File: src/pkg/pga_serial_pkg.sv
// constants, types and decode helpers shared by the amplifier serial control block
`default_nettype none

package pga_serial_pkg;

  // ----------------------------------------------------------------
  // control word layout
  // ----------------------------------------------------------------
  localparam int CTRL_W = 8;
  localparam int GAIN_W = 4;
  localparam int GAIN_VV_W = 5;
  localparam int COMP_W = 2;
  localparam int COMP_LEVELS = 4;
  localparam int GAIN_LSB = 0;
  localparam int PD_POS = 4;
  localparam int ZERO_POS = 5;
  localparam int COMP_LSB = 6;
  localparam logic [CTRL_W-1:0] CTRL_RESET = 8'h00;

  // ----------------------------------------------------------------
  // link and buffering
  // ----------------------------------------------------------------
  localparam int PIN_W = 3;
  localparam logic [PIN_W-1:0] PIN_RESET = 3'h7;
  localparam int BIT_CNT_W = 3;
  localparam int FIFO_DEPTH = 16;

  // ----------------------------------------------------------------
  // types
  // ----------------------------------------------------------------
  typedef struct packed {
    logic [COMP_W-1:0] comp;
    logic zero;
    logic power_down_bit;
    logic [GAIN_W-1:0] gain;
  } ctrl_word_s;

  typedef struct packed {
    logic cs_n;
    logic sck;
    logic sdi;
  } link_pins_s;

  typedef enum logic {
    LINK_IDLE,
    LINK_SELECTED
  } link_state_e;

  // ----------------------------------------------------------------
  // decode helpers
  // ----------------------------------------------------------------
  function automatic logic [GAIN_VV_W-1:0] gain_vv(input logic [GAIN_W-1:0] code);
    gain_vv = {1'b0, code} + 5'h01;
  endfunction

  function automatic logic [COMP_LEVELS-1:0] comp_sel(input logic [COMP_W-1:0] code);
    comp_sel = 4'h1 << code;
  endfunction

endpackage

`default_nettype wire

File: src/hw/pga_pin_sync.sv
// two-stage synchroniser for the serial link pins
`default_nettype none

module pga_pin_sync #(
  parameter int WIDTH = 3,
  parameter logic [WIDTH-1:0] RESET_VAL = '1
) (
  input wire logic i_clk_sys,
  input wire logic i_rst_n,
  input wire logic i_ce,
  input wire logic [WIDTH-1:0] i_async,
  output logic [WIDTH-1:0] o_sync
);

  typedef struct packed {
    logic [WIDTH-1:0] meta;
    logic [WIDTH-1:0] stable;
  } sync_s;

  sync_s q;
  sync_s d;

  // ----------------------------------------------------------------
  // stages
  // ----------------------------------------------------------------
  // the first stage is read only by the second one
  always_comb begin
    d = q;
    if (i_ce) begin
      d.meta = i_async;
      d.stable = q.meta;
    end
  end

  // reset to idle-high levels so no false edge is seen at release
  always_ff @(posedge i_clk_sys) begin
    if (!i_rst_n) begin
      q.meta <= RESET_VAL;
      q.stable <= RESET_VAL;
    end else begin
      q <= d;
    end
  end

  assign o_sync = q.stable;

endmodule

`default_nettype wire

File: src/hw/pga_word_fifo.sv
// first-word-fall-through fifo between the shift register and the holding register
`default_nettype none

module pga_word_fifo #(
  parameter int WIDTH = 8,
  parameter int DEPTH = 16
) (
  input wire logic i_clk_sys,
  input wire logic i_rst_n,
  input wire logic i_ce,
  input wire logic i_in_valid,
  input wire logic [WIDTH-1:0] i_in_data,
  output logic o_in_ready,
  output logic o_out_valid,
  output logic [WIDTH-1:0] o_out_data,
  input wire logic i_out_ready
);

  localparam int AW = (DEPTH > 1) ? $clog2(DEPTH) : 1;
  localparam logic [AW:0] DEPTH_C = (AW + 1)'(DEPTH);
  localparam logic [AW-1:0] LAST_PTR = AW'(DEPTH - 1);

  typedef struct packed {
    logic [DEPTH-1:0][WIDTH-1:0] mem;
    logic [AW-1:0] wr_ptr;
    logic [AW-1:0] rd_ptr;
    logic [AW:0] count;
  } fifo_s;

  fifo_s q;
  fifo_s d;
  logic push;
  logic pop;

  function automatic logic [AW-1:0] next_ptr(input logic [AW-1:0] ptr);
    next_ptr = (ptr == LAST_PTR) ? '0 : ptr + 1'b1;
  endfunction

  // ----------------------------------------------------------------
  // handshake
  // ----------------------------------------------------------------
  assign o_in_ready = (q.count != DEPTH_C);
  assign o_out_valid = (q.count != '0);
  assign o_out_data = q.mem[q.rd_ptr];
  assign push = i_ce & i_in_valid & o_in_ready;
  assign pop = i_ce & i_out_ready & o_out_valid;

  always_comb begin
    d = q;
    if (push) begin
      d.mem[q.wr_ptr] = i_in_data;
      d.wr_ptr = next_ptr(q.wr_ptr);
    end
    if (pop) begin
      d.rd_ptr = next_ptr(q.rd_ptr);
    end
    case ({push, pop})
      2'b10: d.count = q.count + 1'b1;
      2'b01: d.count = q.count - 1'b1;
      default: d.count = q.count;
    endcase
  end

  always_ff @(posedge i_clk_sys) begin
    if (!i_rst_n) begin
      q <= '0;
    end else begin
      q <= d;
    end
  end

  // ----------------------------------------------------------------
  // checks
  // ----------------------------------------------------------------
  a_fifo_fill_count: assert property (@(posedge i_clk_sys) disable iff (!i_rst_n)
    (push && !pop) |=> (q.count == $past(q.count) + 1'b1))
    else $error("fifo count did not rise on push");

endmodule

`default_nettype wire

File: src/hw/pga_serial_control.sv
// serial control front end and held control word of the programmable-gain amplifier
//
// Behaviour
// - gain code 0..15 selects gain 1..16
// - compensation 00 most, 11 least
// - zeroing ties input to gain reference terminal
// - eight-bit shift register fed from data input
// - bits leaving shift register appear on output
// - shifting enabled after select falls, while low
// - one data bit per serial clock rise
// - words queue at select rise; holding register loads from fifo while i_update_en high
// - chain: output feeds next device's input
// - star: shared lines give identical words
// - control word reads zero after power-on
// - layout: comp, zero, power-down, gain
// - power-down wins, else zero bit zeroes input
// - power-up clears all control bits
`default_nettype none

module pga_serial_control
  import pga_serial_pkg::*;
#(
  parameter int FIFO_DEPTH_P = FIFO_DEPTH
) (
  input wire logic i_clk_sys,
  input wire logic i_rst_n,
  input wire logic i_ce,
  input wire logic i_cs_n,
  input wire logic i_sck,
  input wire logic i_sdi,
  input wire logic i_update_en,
  output logic o_sdo,
  output logic [CTRL_W-1:0] o_ctrl_word,
  output logic [GAIN_W-1:0] o_gain_code,
  output logic [GAIN_VV_W-1:0] o_gain_vv,
  output logic [COMP_W-1:0] o_comp_level,
  output logic [COMP_LEVELS-1:0] o_comp_sel,
  output logic o_power_down,
  output logic o_input_to_gain_reference_terminal,
  output logic o_input_from_pin,
  output logic o_word_ready,
  output logic o_partial_word
);

  // ----------------------------------------------------------------
  // state
  // ----------------------------------------------------------------
  typedef struct packed {
    link_state_e state;
    logic cs_prev;
    logic sck_prev;
    logic [CTRL_W-1:0] shreg;
    logic [BIT_CNT_W-1:0] bit_cnt;
    logic partial;
    ctrl_word_s ctrl;
    logic [GAIN_VV_W-1:0] gain_vv;
    logic [COMP_LEVELS-1:0] comp_sel;
    logic pd;
    logic zero;
    logic from_pin;
    logic room;
  } state_s;

  state_s q;
  state_s d;

  link_pins_s pins_raw;
  link_pins_s pins_s;
  logic cs_fall;
  logic cs_rise;
  logic sck_rise;
  logic shift_en;
  logic fifo_in_valid;
  logic fifo_in_ready;
  logic fifo_out_valid;
  logic [CTRL_W-1:0] fifo_out_data;

  // ----------------------------------------------------------------
  // pin synchronisers
  // ----------------------------------------------------------------
  // the link clock is only sampled; 20 MHz against a 400 ns link period
  // leaves four samples per half period for edge detection
  assign pins_raw = '{cs_n: i_cs_n, sck: i_sck, sdi: i_sdi};

  pga_pin_sync #(
    .WIDTH(PIN_W),
    .RESET_VAL(PIN_RESET)
  ) u_pin_sync (
    .i_clk_sys(i_clk_sys),
    .i_rst_n(i_rst_n),
    .i_ce(i_ce),
    .i_async(pins_raw),
    .o_sync(pins_s)
  );

  // ----------------------------------------------------------------
  // edge detection
  // ----------------------------------------------------------------
  assign cs_fall = q.cs_prev & ~pins_s.cs_n;
  assign cs_rise = ~q.cs_prev & pins_s.cs_n;
  assign sck_rise = ~q.sck_prev & pins_s.sck;
  // a clock rise inside the select window only
  assign shift_en = (q.state == LINK_SELECTED) & sck_rise & ~pins_s.cs_n;

  // the finished word is handed to the fifo at the select rise
  assign fifo_in_valid = i_ce & (q.state == LINK_SELECTED) & cs_rise;

  // ----------------------------------------------------------------
  // word buffer
  // ----------------------------------------------------------------
  // a full fifo drops the word; o_word_ready warns the system side
  pga_word_fifo #(
    .WIDTH(CTRL_W),
    .DEPTH(FIFO_DEPTH_P)
  ) u_word_fifo (
    .i_clk_sys(i_clk_sys),
    .i_rst_n(i_rst_n),
    .i_ce(i_ce),
    .i_in_valid(fifo_in_valid),
    .i_in_data(q.shreg),
    .o_in_ready(fifo_in_ready),
    .o_out_valid(fifo_out_valid),
    .o_out_data(fifo_out_data),
    .i_out_ready(i_update_en)
  );

  // ----------------------------------------------------------------
  // next state
  // ----------------------------------------------------------------
  always_comb begin
    d = q;
    if (i_ce) begin
      d.cs_prev = pins_s.cs_n;
      d.sck_prev = pins_s.sck;
      d.room = fifo_in_ready;
      case (q.state)
        LINK_IDLE: begin
          if (cs_fall) begin
            d.state = LINK_SELECTED;
            d.bit_cnt = '0;
          end
        end
        LINK_SELECTED: begin
          if (cs_rise) begin
            d.state = LINK_IDLE;
            d.partial = (q.bit_cnt != '0);
          end else if (shift_en) begin
            // msb first; the old msb moves out to the next device
            d.shreg = {q.shreg[CTRL_W-2:0], pins_s.sdi};
            d.bit_cnt = q.bit_cnt + 1'b1;
          end
        end
        default: begin
          d.state = LINK_IDLE;
        end
      endcase
      // drained words become the active settings, one per cycle
      if (fifo_out_valid && i_update_en) begin
        d.ctrl = ctrl_word_s'(fifo_out_data);
      end
      d.gain_vv = gain_vv(d.ctrl.gain);
      d.comp_sel = comp_sel(d.ctrl.comp);
      d.pd = d.ctrl.power_down_bit;
      d.zero = d.ctrl.zero & ~d.ctrl.power_down_bit;
      d.from_pin = ~d.ctrl.zero & ~d.ctrl.power_down_bit;
    end
  end

  // ----------------------------------------------------------------
  // registers
  // ----------------------------------------------------------------
  // reset stands for power-on: all control bits clear
  always_ff @(posedge i_clk_sys) begin
    if (!i_rst_n) begin
      q.state <= LINK_IDLE;
      q.cs_prev <= 1'b1;
      q.sck_prev <= 1'b1;
      q.shreg <= CTRL_RESET;
      q.bit_cnt <= '0;
      q.partial <= 1'b0;
      q.ctrl <= ctrl_word_s'(CTRL_RESET);
      q.gain_vv <= gain_vv(CTRL_RESET[GAIN_LSB +: GAIN_W]);
      q.comp_sel <= comp_sel(CTRL_RESET[COMP_LSB +: COMP_W]);
      q.pd <= CTRL_RESET[PD_POS];
      q.zero <= 1'b0;
      q.from_pin <= 1'b1;
      q.room <= 1'b1;
    end else begin
      q <= d;
    end
  end

  // ----------------------------------------------------------------
  // outputs
  // ----------------------------------------------------------------
  // star wiring needs nothing extra: equal inputs give equal words
  assign o_sdo = q.shreg[CTRL_W-1];
  assign o_ctrl_word = q.ctrl;
  assign o_gain_code = q.ctrl.gain;
  assign o_gain_vv = q.gain_vv;
  assign o_comp_level = q.ctrl.comp;
  assign o_comp_sel = q.comp_sel;
  assign o_power_down = q.pd;
  assign o_input_to_gain_reference_terminal = q.zero;
  assign o_input_from_pin = q.from_pin;
  assign o_word_ready = q.room;
  assign o_partial_word = q.partial;

  // ----------------------------------------------------------------
  // checks
  // ----------------------------------------------------------------
  a_shift_sample_in: assert property (@(posedge i_clk_sys) disable iff (!i_rst_n)
    (i_ce && shift_en && !cs_rise) |=> (q.shreg == {$past(q.shreg[CTRL_W-2:0]), $past(pins_s.sdi)}))
    else $error("serial bit not shifted in on clock rise");

  a_sdo_passes_msb: assert property (@(posedge i_clk_sys) disable iff (!i_rst_n)
    (i_ce && shift_en && !cs_rise) |=> (o_sdo == $past(q.shreg[CTRL_W-2])))
    else $error("serial output does not carry the outgoing bit");

  a_idle_no_shift: assert property (@(posedge i_clk_sys) disable iff (!i_rst_n)
    (q.state == LINK_IDLE) |=> $stable(q.shreg))
    else $error("shift register moved while not selected");

  a_select_on_fall: assert property (@(posedge i_clk_sys) disable iff (!i_rst_n)
    (i_ce && q.state == LINK_IDLE && cs_fall) |=> ((q.state == LINK_SELECTED) && (q.bit_cnt == '0)))
    else $error("select fall did not open the shift window");

  a_hold_stable: assert property (@(posedge i_clk_sys) disable iff (!i_rst_n)
    !fifo_out_valid |=> $stable(o_ctrl_word))
    else $error("active settings changed with no word pending");

  a_word_lands: assert property (@(posedge i_clk_sys) disable iff (!i_rst_n)
    (fifo_in_valid && !fifo_out_valid && fifo_in_ready) ##1 (i_ce && i_update_en)
    |=> (o_ctrl_word == $past(q.shreg, 2)))
    else $error("shifted word not moved to holding register");

  a_gain_decode: assert property (@(posedge i_clk_sys) disable iff (!i_rst_n)
    o_gain_vv == ({1'b0, o_ctrl_word[GAIN_LSB +: GAIN_W]} + 5'h01))
    else $error("gain decode wrong");

  a_comp_decode: assert property (@(posedge i_clk_sys) disable iff (!i_rst_n)
    (o_comp_level == o_ctrl_word[COMP_LSB +: COMP_W]) && (o_comp_sel == (4'h1 << o_comp_level)))
    else $error("compensation decode wrong");

  a_pd_priority: assert property (@(posedge i_clk_sys) disable iff (!i_rst_n)
    o_ctrl_word[PD_POS] |-> (o_power_down && !o_input_to_gain_reference_terminal && !o_input_from_pin))
    else $error("power-down does not override other modes");

  a_zero_mode: assert property (@(posedge i_clk_sys) disable iff (!i_rst_n)
    (!o_ctrl_word[PD_POS] && o_ctrl_word[ZERO_POS]) |-> (o_input_to_gain_reference_terminal && !o_input_from_pin))
    else $error("zeroing bit did not route input to reference");

  a_reset_clear: assert property (@(posedge i_clk_sys) disable iff (!i_rst_n)
    $rose(i_rst_n) |-> (o_ctrl_word == CTRL_RESET && o_gain_vv == 5'h01 && !o_power_down))
    else $error("control word not clear after reset");

  a_partial_flag: assert property (@(posedge i_clk_sys) disable iff (!i_rst_n)
    (fifo_in_valid && q.bit_cnt != '0) |=> o_partial_word)
    else $error("short word not flagged");

  a_partial_clear: assert property (@(posedge i_clk_sys) disable iff (!i_rst_n)
    (fifo_in_valid && q.bit_cnt == '0) |=> !o_partial_word)
    else $error("whole word flagged as short");

  // a low enable must hold even pending words back from the settings
  a_ce_freeze: assert property (@(posedge i_clk_sys) disable iff (!i_rst_n)
    !i_ce |=> ($stable(o_ctrl_word) && $stable(o_sdo) && $stable(o_word_ready)))
    else $error("state moved while clock enable low");

endmodule

`default_nettype wire

File: config.mk
export PLATFORM = sky130hd
export DESIGN_NAME = pga_serial_control
export DESIGN_NICKNAME = d
export VERILOG_FILES = /design/src/pkg/pga_serial_pkg.sv /design/src/hw/pga_pin_sync.sv /design/src/hw/pga_word_fifo.sv /design/src/hw/pga_serial_control.sv
export SDC_FILE = /design/constraint.sdc
export NUM_CORES = 1
export LEC_CHECK = 0
export BUFFER_PORTS_ARGS = -buffer_cell sky130_fd_sc_hd__buf_2
export CAP_MARGIN = 10
export CORE_UTILIZATION = 56
export DETAILED_ROUTE_END_ITERATION = 10
export GPL_TIMING_DRIVEN = 0
export PLACE_DENSITY = 0.72
export SETUP_SLACK_MARGIN = 0.2
export SLEW_MARGIN = 20
export SYNTH_ARGS = -nofsm -noshare
export SYNTH_HDL_FRONTEND = slang
export SYNTH_SLANG_ARGS = --single-unit
File: constraint.sdc
create_clock -name i_clk_sys -period 3.3 [get_ports i_clk_sys]
set_clock_uncertainty 0.05 [all_clocks]
set_input_delay 0.165 -clock i_clk_sys [delete_from_list [all_inputs] [get_ports i_clk_sys]]
set_output_delay 0.165 -clock i_clk_sys [all_outputs]
set_load 0.05 [all_outputs]
==> reports/results.ini <==
[place]
dp_hpwl_mm = 14.4
portBuffers = 34
gp_congestion = 0.868
place_area_um2 = 8790

[routing]
vias = 6184
wl_per_cell_um = 19.2
drt-total-wl_mm = 20.7
dr.pass1.iters = 5
vias_per_cell = 5.74
ant_nets = 0
first_iter_violations = 465
drc = 0

[clocking]
cts_max_level = 4
numCtsBuffers = 17
clock_path_buffers = 2
cts_tree = built
clk_pin_slew_ns = 0.06
cts-root-buf = clkbuf_16
worst_skew_pair.late_latency_ns = 0.43
clock-sinks = 182

[worst_setup_path]
rrSetupSlack_ns = 0.15
path_class = flop to flop
path_cells = buf_6, or4_4, o21a_1, buf_6, nand2_8, inv_6, ha_4, clkbuf_8, xor2_1, ha_2, o21a_1, o22a_1, a21oi_2, xor2_1, or3_1, a21oi_2
timing.rr.end = u_word_fifo.q[4]
reg2regPathDepth = 16
cp.required_ns = 3.61
critPathCaptureType = flop
cp.arrival_ns = 3.46
crit_start = u_word_fifo.q[1]
crit_cells = 16
cp_max_fo = 9
critPathBufInv = 4
crit_slowest_cell = or4_4
cp_top_family = simple AND/OR/NAND/NOR gates
r2r-start = u_word_fifo.q[1]
cpPeakStageDelay_ns = 0.49
cp-start-kind = flop

[cells_and_area]
antenna_cells = 0
nNetsFinal = 900
drive_above_1_share_pct = 19.7
finish.instance_area_um2 = 9500
finish.utilization_pct = 65.3
area.growth.synth_to_final_pct = 13.7

[yosys]
synthArstFlopShare_pct = 0
synth_edf_count = 0
synth_area_um2 = 8360
synthCells = 820
synth.distinct_cells = 57
ys_dominant_reg_cell = dfxtp_1
yosys_warnings = 0
mappedNetlistNets = 839
seq_area_frac_synth_pct = 43.6
ys_ff_latch = 182
synth.avg_cell_area_um2 = 10.2

[timing]
finalCriticalPeriod_ns = 3.15
finalMaxSlewViolations = 0
clock.fmax_mhz = 317
setup_viol = 0
rsz0062_at_grt = yes
tightest_slew_ns = 0.803
slew-limit-headroom_pct = 46.5
final_hold_viol_count = 0
period_share_pct = 95.5

[floorplanning]
rows = 44
core_area_um2 = 14500
die_w_um = 124
die_h_um = 124
die_area_um2 = 15400
io_pins = 36
initial_core_util_pct = 57.5

[power_and_ir_drop]
p_leak_nw = 3.34
ir_drop_v = 0.000414
powerDensity_nw_per_um2 = 469

[global_routing]
antenna_found_initial = 0
grt_usage_pct = 28.2
grt_pass1_vias = 5886
grt_max_degree = 17
grt-ovfl-total = 0
grt_pass1_wl_mm = 31.9

[hold_path]
min_path_cells = 5
hold_end = o_power_down
min-delay-start = i_ce
hp-class = input pin to flop

[status]
outcome = completed

[job]
max_cap_violations = 0

[per-stage QoR]
stage	setup TNS, ns	hold WS (ns)	setup slack, ns	power [mW]	instances
finish	0	0.177	0.147	4.45	1078
global route	0	0.203	0.00976	4.57	1078
CTS	0	0.163	0.142	4.47	1078
detailed placement	-0.0233	0.341	-0.0233	2.42	1038
global placement	0	0.332	0.0357	2.41	1038
floorplan	0	0.243	0.207	2.37	820
[cell usage in the layout (no fill, tap or decap), types with 7 or more instances in the layout]
cell type / Yosys / final
mux2i_1: 161 / 161
buf_1: 9 / 9
dfxtp_1: 182 / 181
nand2_1: 28 / 28
buf_4: 26 / 30
xor2_1: 7 / 7
o21ai_0: 15 / 15
nand2b_1: 7 / 7
inv_1: 8 / 8
ha_1: 12 / 10
mux4_2: 27 / 27
nand3_1: 11 / 11
buf_2: 12 / 45
clkbuf_16: 0 / 17
a21oi_1: 19 / 17
nor2_2: 9 / 9
clkbuf_1: 34 / 34
nor2_1: 168 / 168
[sequential cells by signal (all words and copies together) (netlist names)]
| signal | count |
|---|---|
| o_power_down | 1 |
| o_input_to_gain_reference_terminal | 1 |
| o_sdo | 1 |
| o_comp_sel | 4 |
| o_ctrl_word | 1 |
| u_word_fifo.q | 141 |
| o_gain_code | 4 |
| q | 13 |
| o_word_ready | 1 |
| o_input_from_pin | 1 |
| u_pin_sync.o_sync | 3 |
| o_gain_vv | 5 |
| u_pin_sync.q | 3 |
| o_comp_level | 2 |
| o_partial_word | 1 |
[layer usage]
layer	GRT usage (%)	wire length, µm	vias to the layer above
li1	-	-	2930
met1	35.5	9100	3025
met2	47.7	10000	183
met3	4.67	1040	46
met4	12.1	565	0
met5	0	0	-
[cells in the mapped netlist, types with 4 or more instances]
cell type	count	area (µm²)
ha_1	12	150
buf_4	26	195
a21oi_1	19	95.1
inv_1	8	30.0
nor3_1	5	25.0
clkbuf_1	34	128
nand3_1	11	55.1
mux4_2	27	608
nand2_1	28	105
dfxtp_1	182	3640
or3_1	4	25.0
o21ai_0	15	75.1
o22ai_1	5	31.3
mux2i_1	161	1610
nand2_2	4	25.0
nor3_4	4	65.1
buf_2	12	60.1
buf_1	9	33.8
nand2b_1	7	43.8
nor2_2	9	56.3
xnor2_1	5	43.8
nor2_1	168	631
xor2_1	7	61.3
a211oi_1	4	30.0
[what timing repair did]
item / CTS / global route
resized for setup: 5 / 2
setup buffers: 4 / 0
endpoints found under the setup margin: 1 / 1
hold buffers: 4 / 0
pin swaps: 6 / 2
hold endpoints to repair: 4 / 0
[cell families after synthesis]
| group | share of synthesized area [%] |
|---|---|
| flip-flops | 43.6 |
| adder cells (fa/ha/maj) | 1.80 |
| buffers and inverters | 5.84 |
| multiplexers | 27.9 |
| AO/OA/AOI/OAI | 5.21 |
| XOR/XNOR | 1.26 |
| AND/OR/NAND/NOR | 14.4 |
[power breakdown]
part	internal, mW	switching (mW)
clock network	1.23	0.851
registers	2.21	0.00843
logic	0.0424	0.114
total	3.48	0.974
[worst max-delay path by stage]
stage / to / slack [ns]
6_report: u_word_fifo.q[4] / 0.15
2_1_floorplan: u_word_fifo.q[4] / 0.21
3_3_place_gp: u_word_fifo.q[4] / 0.04
5_1_grt: u_word_fifo.q[4] / 0.01
3_5_place_dp: u_word_fifo.q[4] / -0.02
4_1_cts: u_word_fifo.q[4] / 0.14
[worst reg2reg max path: cells and delay by family (launching register included)]
family | cells | cell delay (ns)
fa+ha+maj | 2 | 0.35
compound gates | 5 | 0.81
buf+inv | 4 | 0.44
flops | 1 | 0.31
simple gates | 3 | 0.89
xor+xnor | 2 | 0.23
[area by class of cell]
cell class	count	area (µm²)
plain buffers	84	467
well taps	184	230
clock inverters	12	150
fillers	1165	5040
inverters	10	42.5
multi-input cells	544	4270
repair buffers	42	240
clock buffers	20	457
flip-flops and latches	182	3640
No activity file was read; power rests on OpenSTA's default activity.
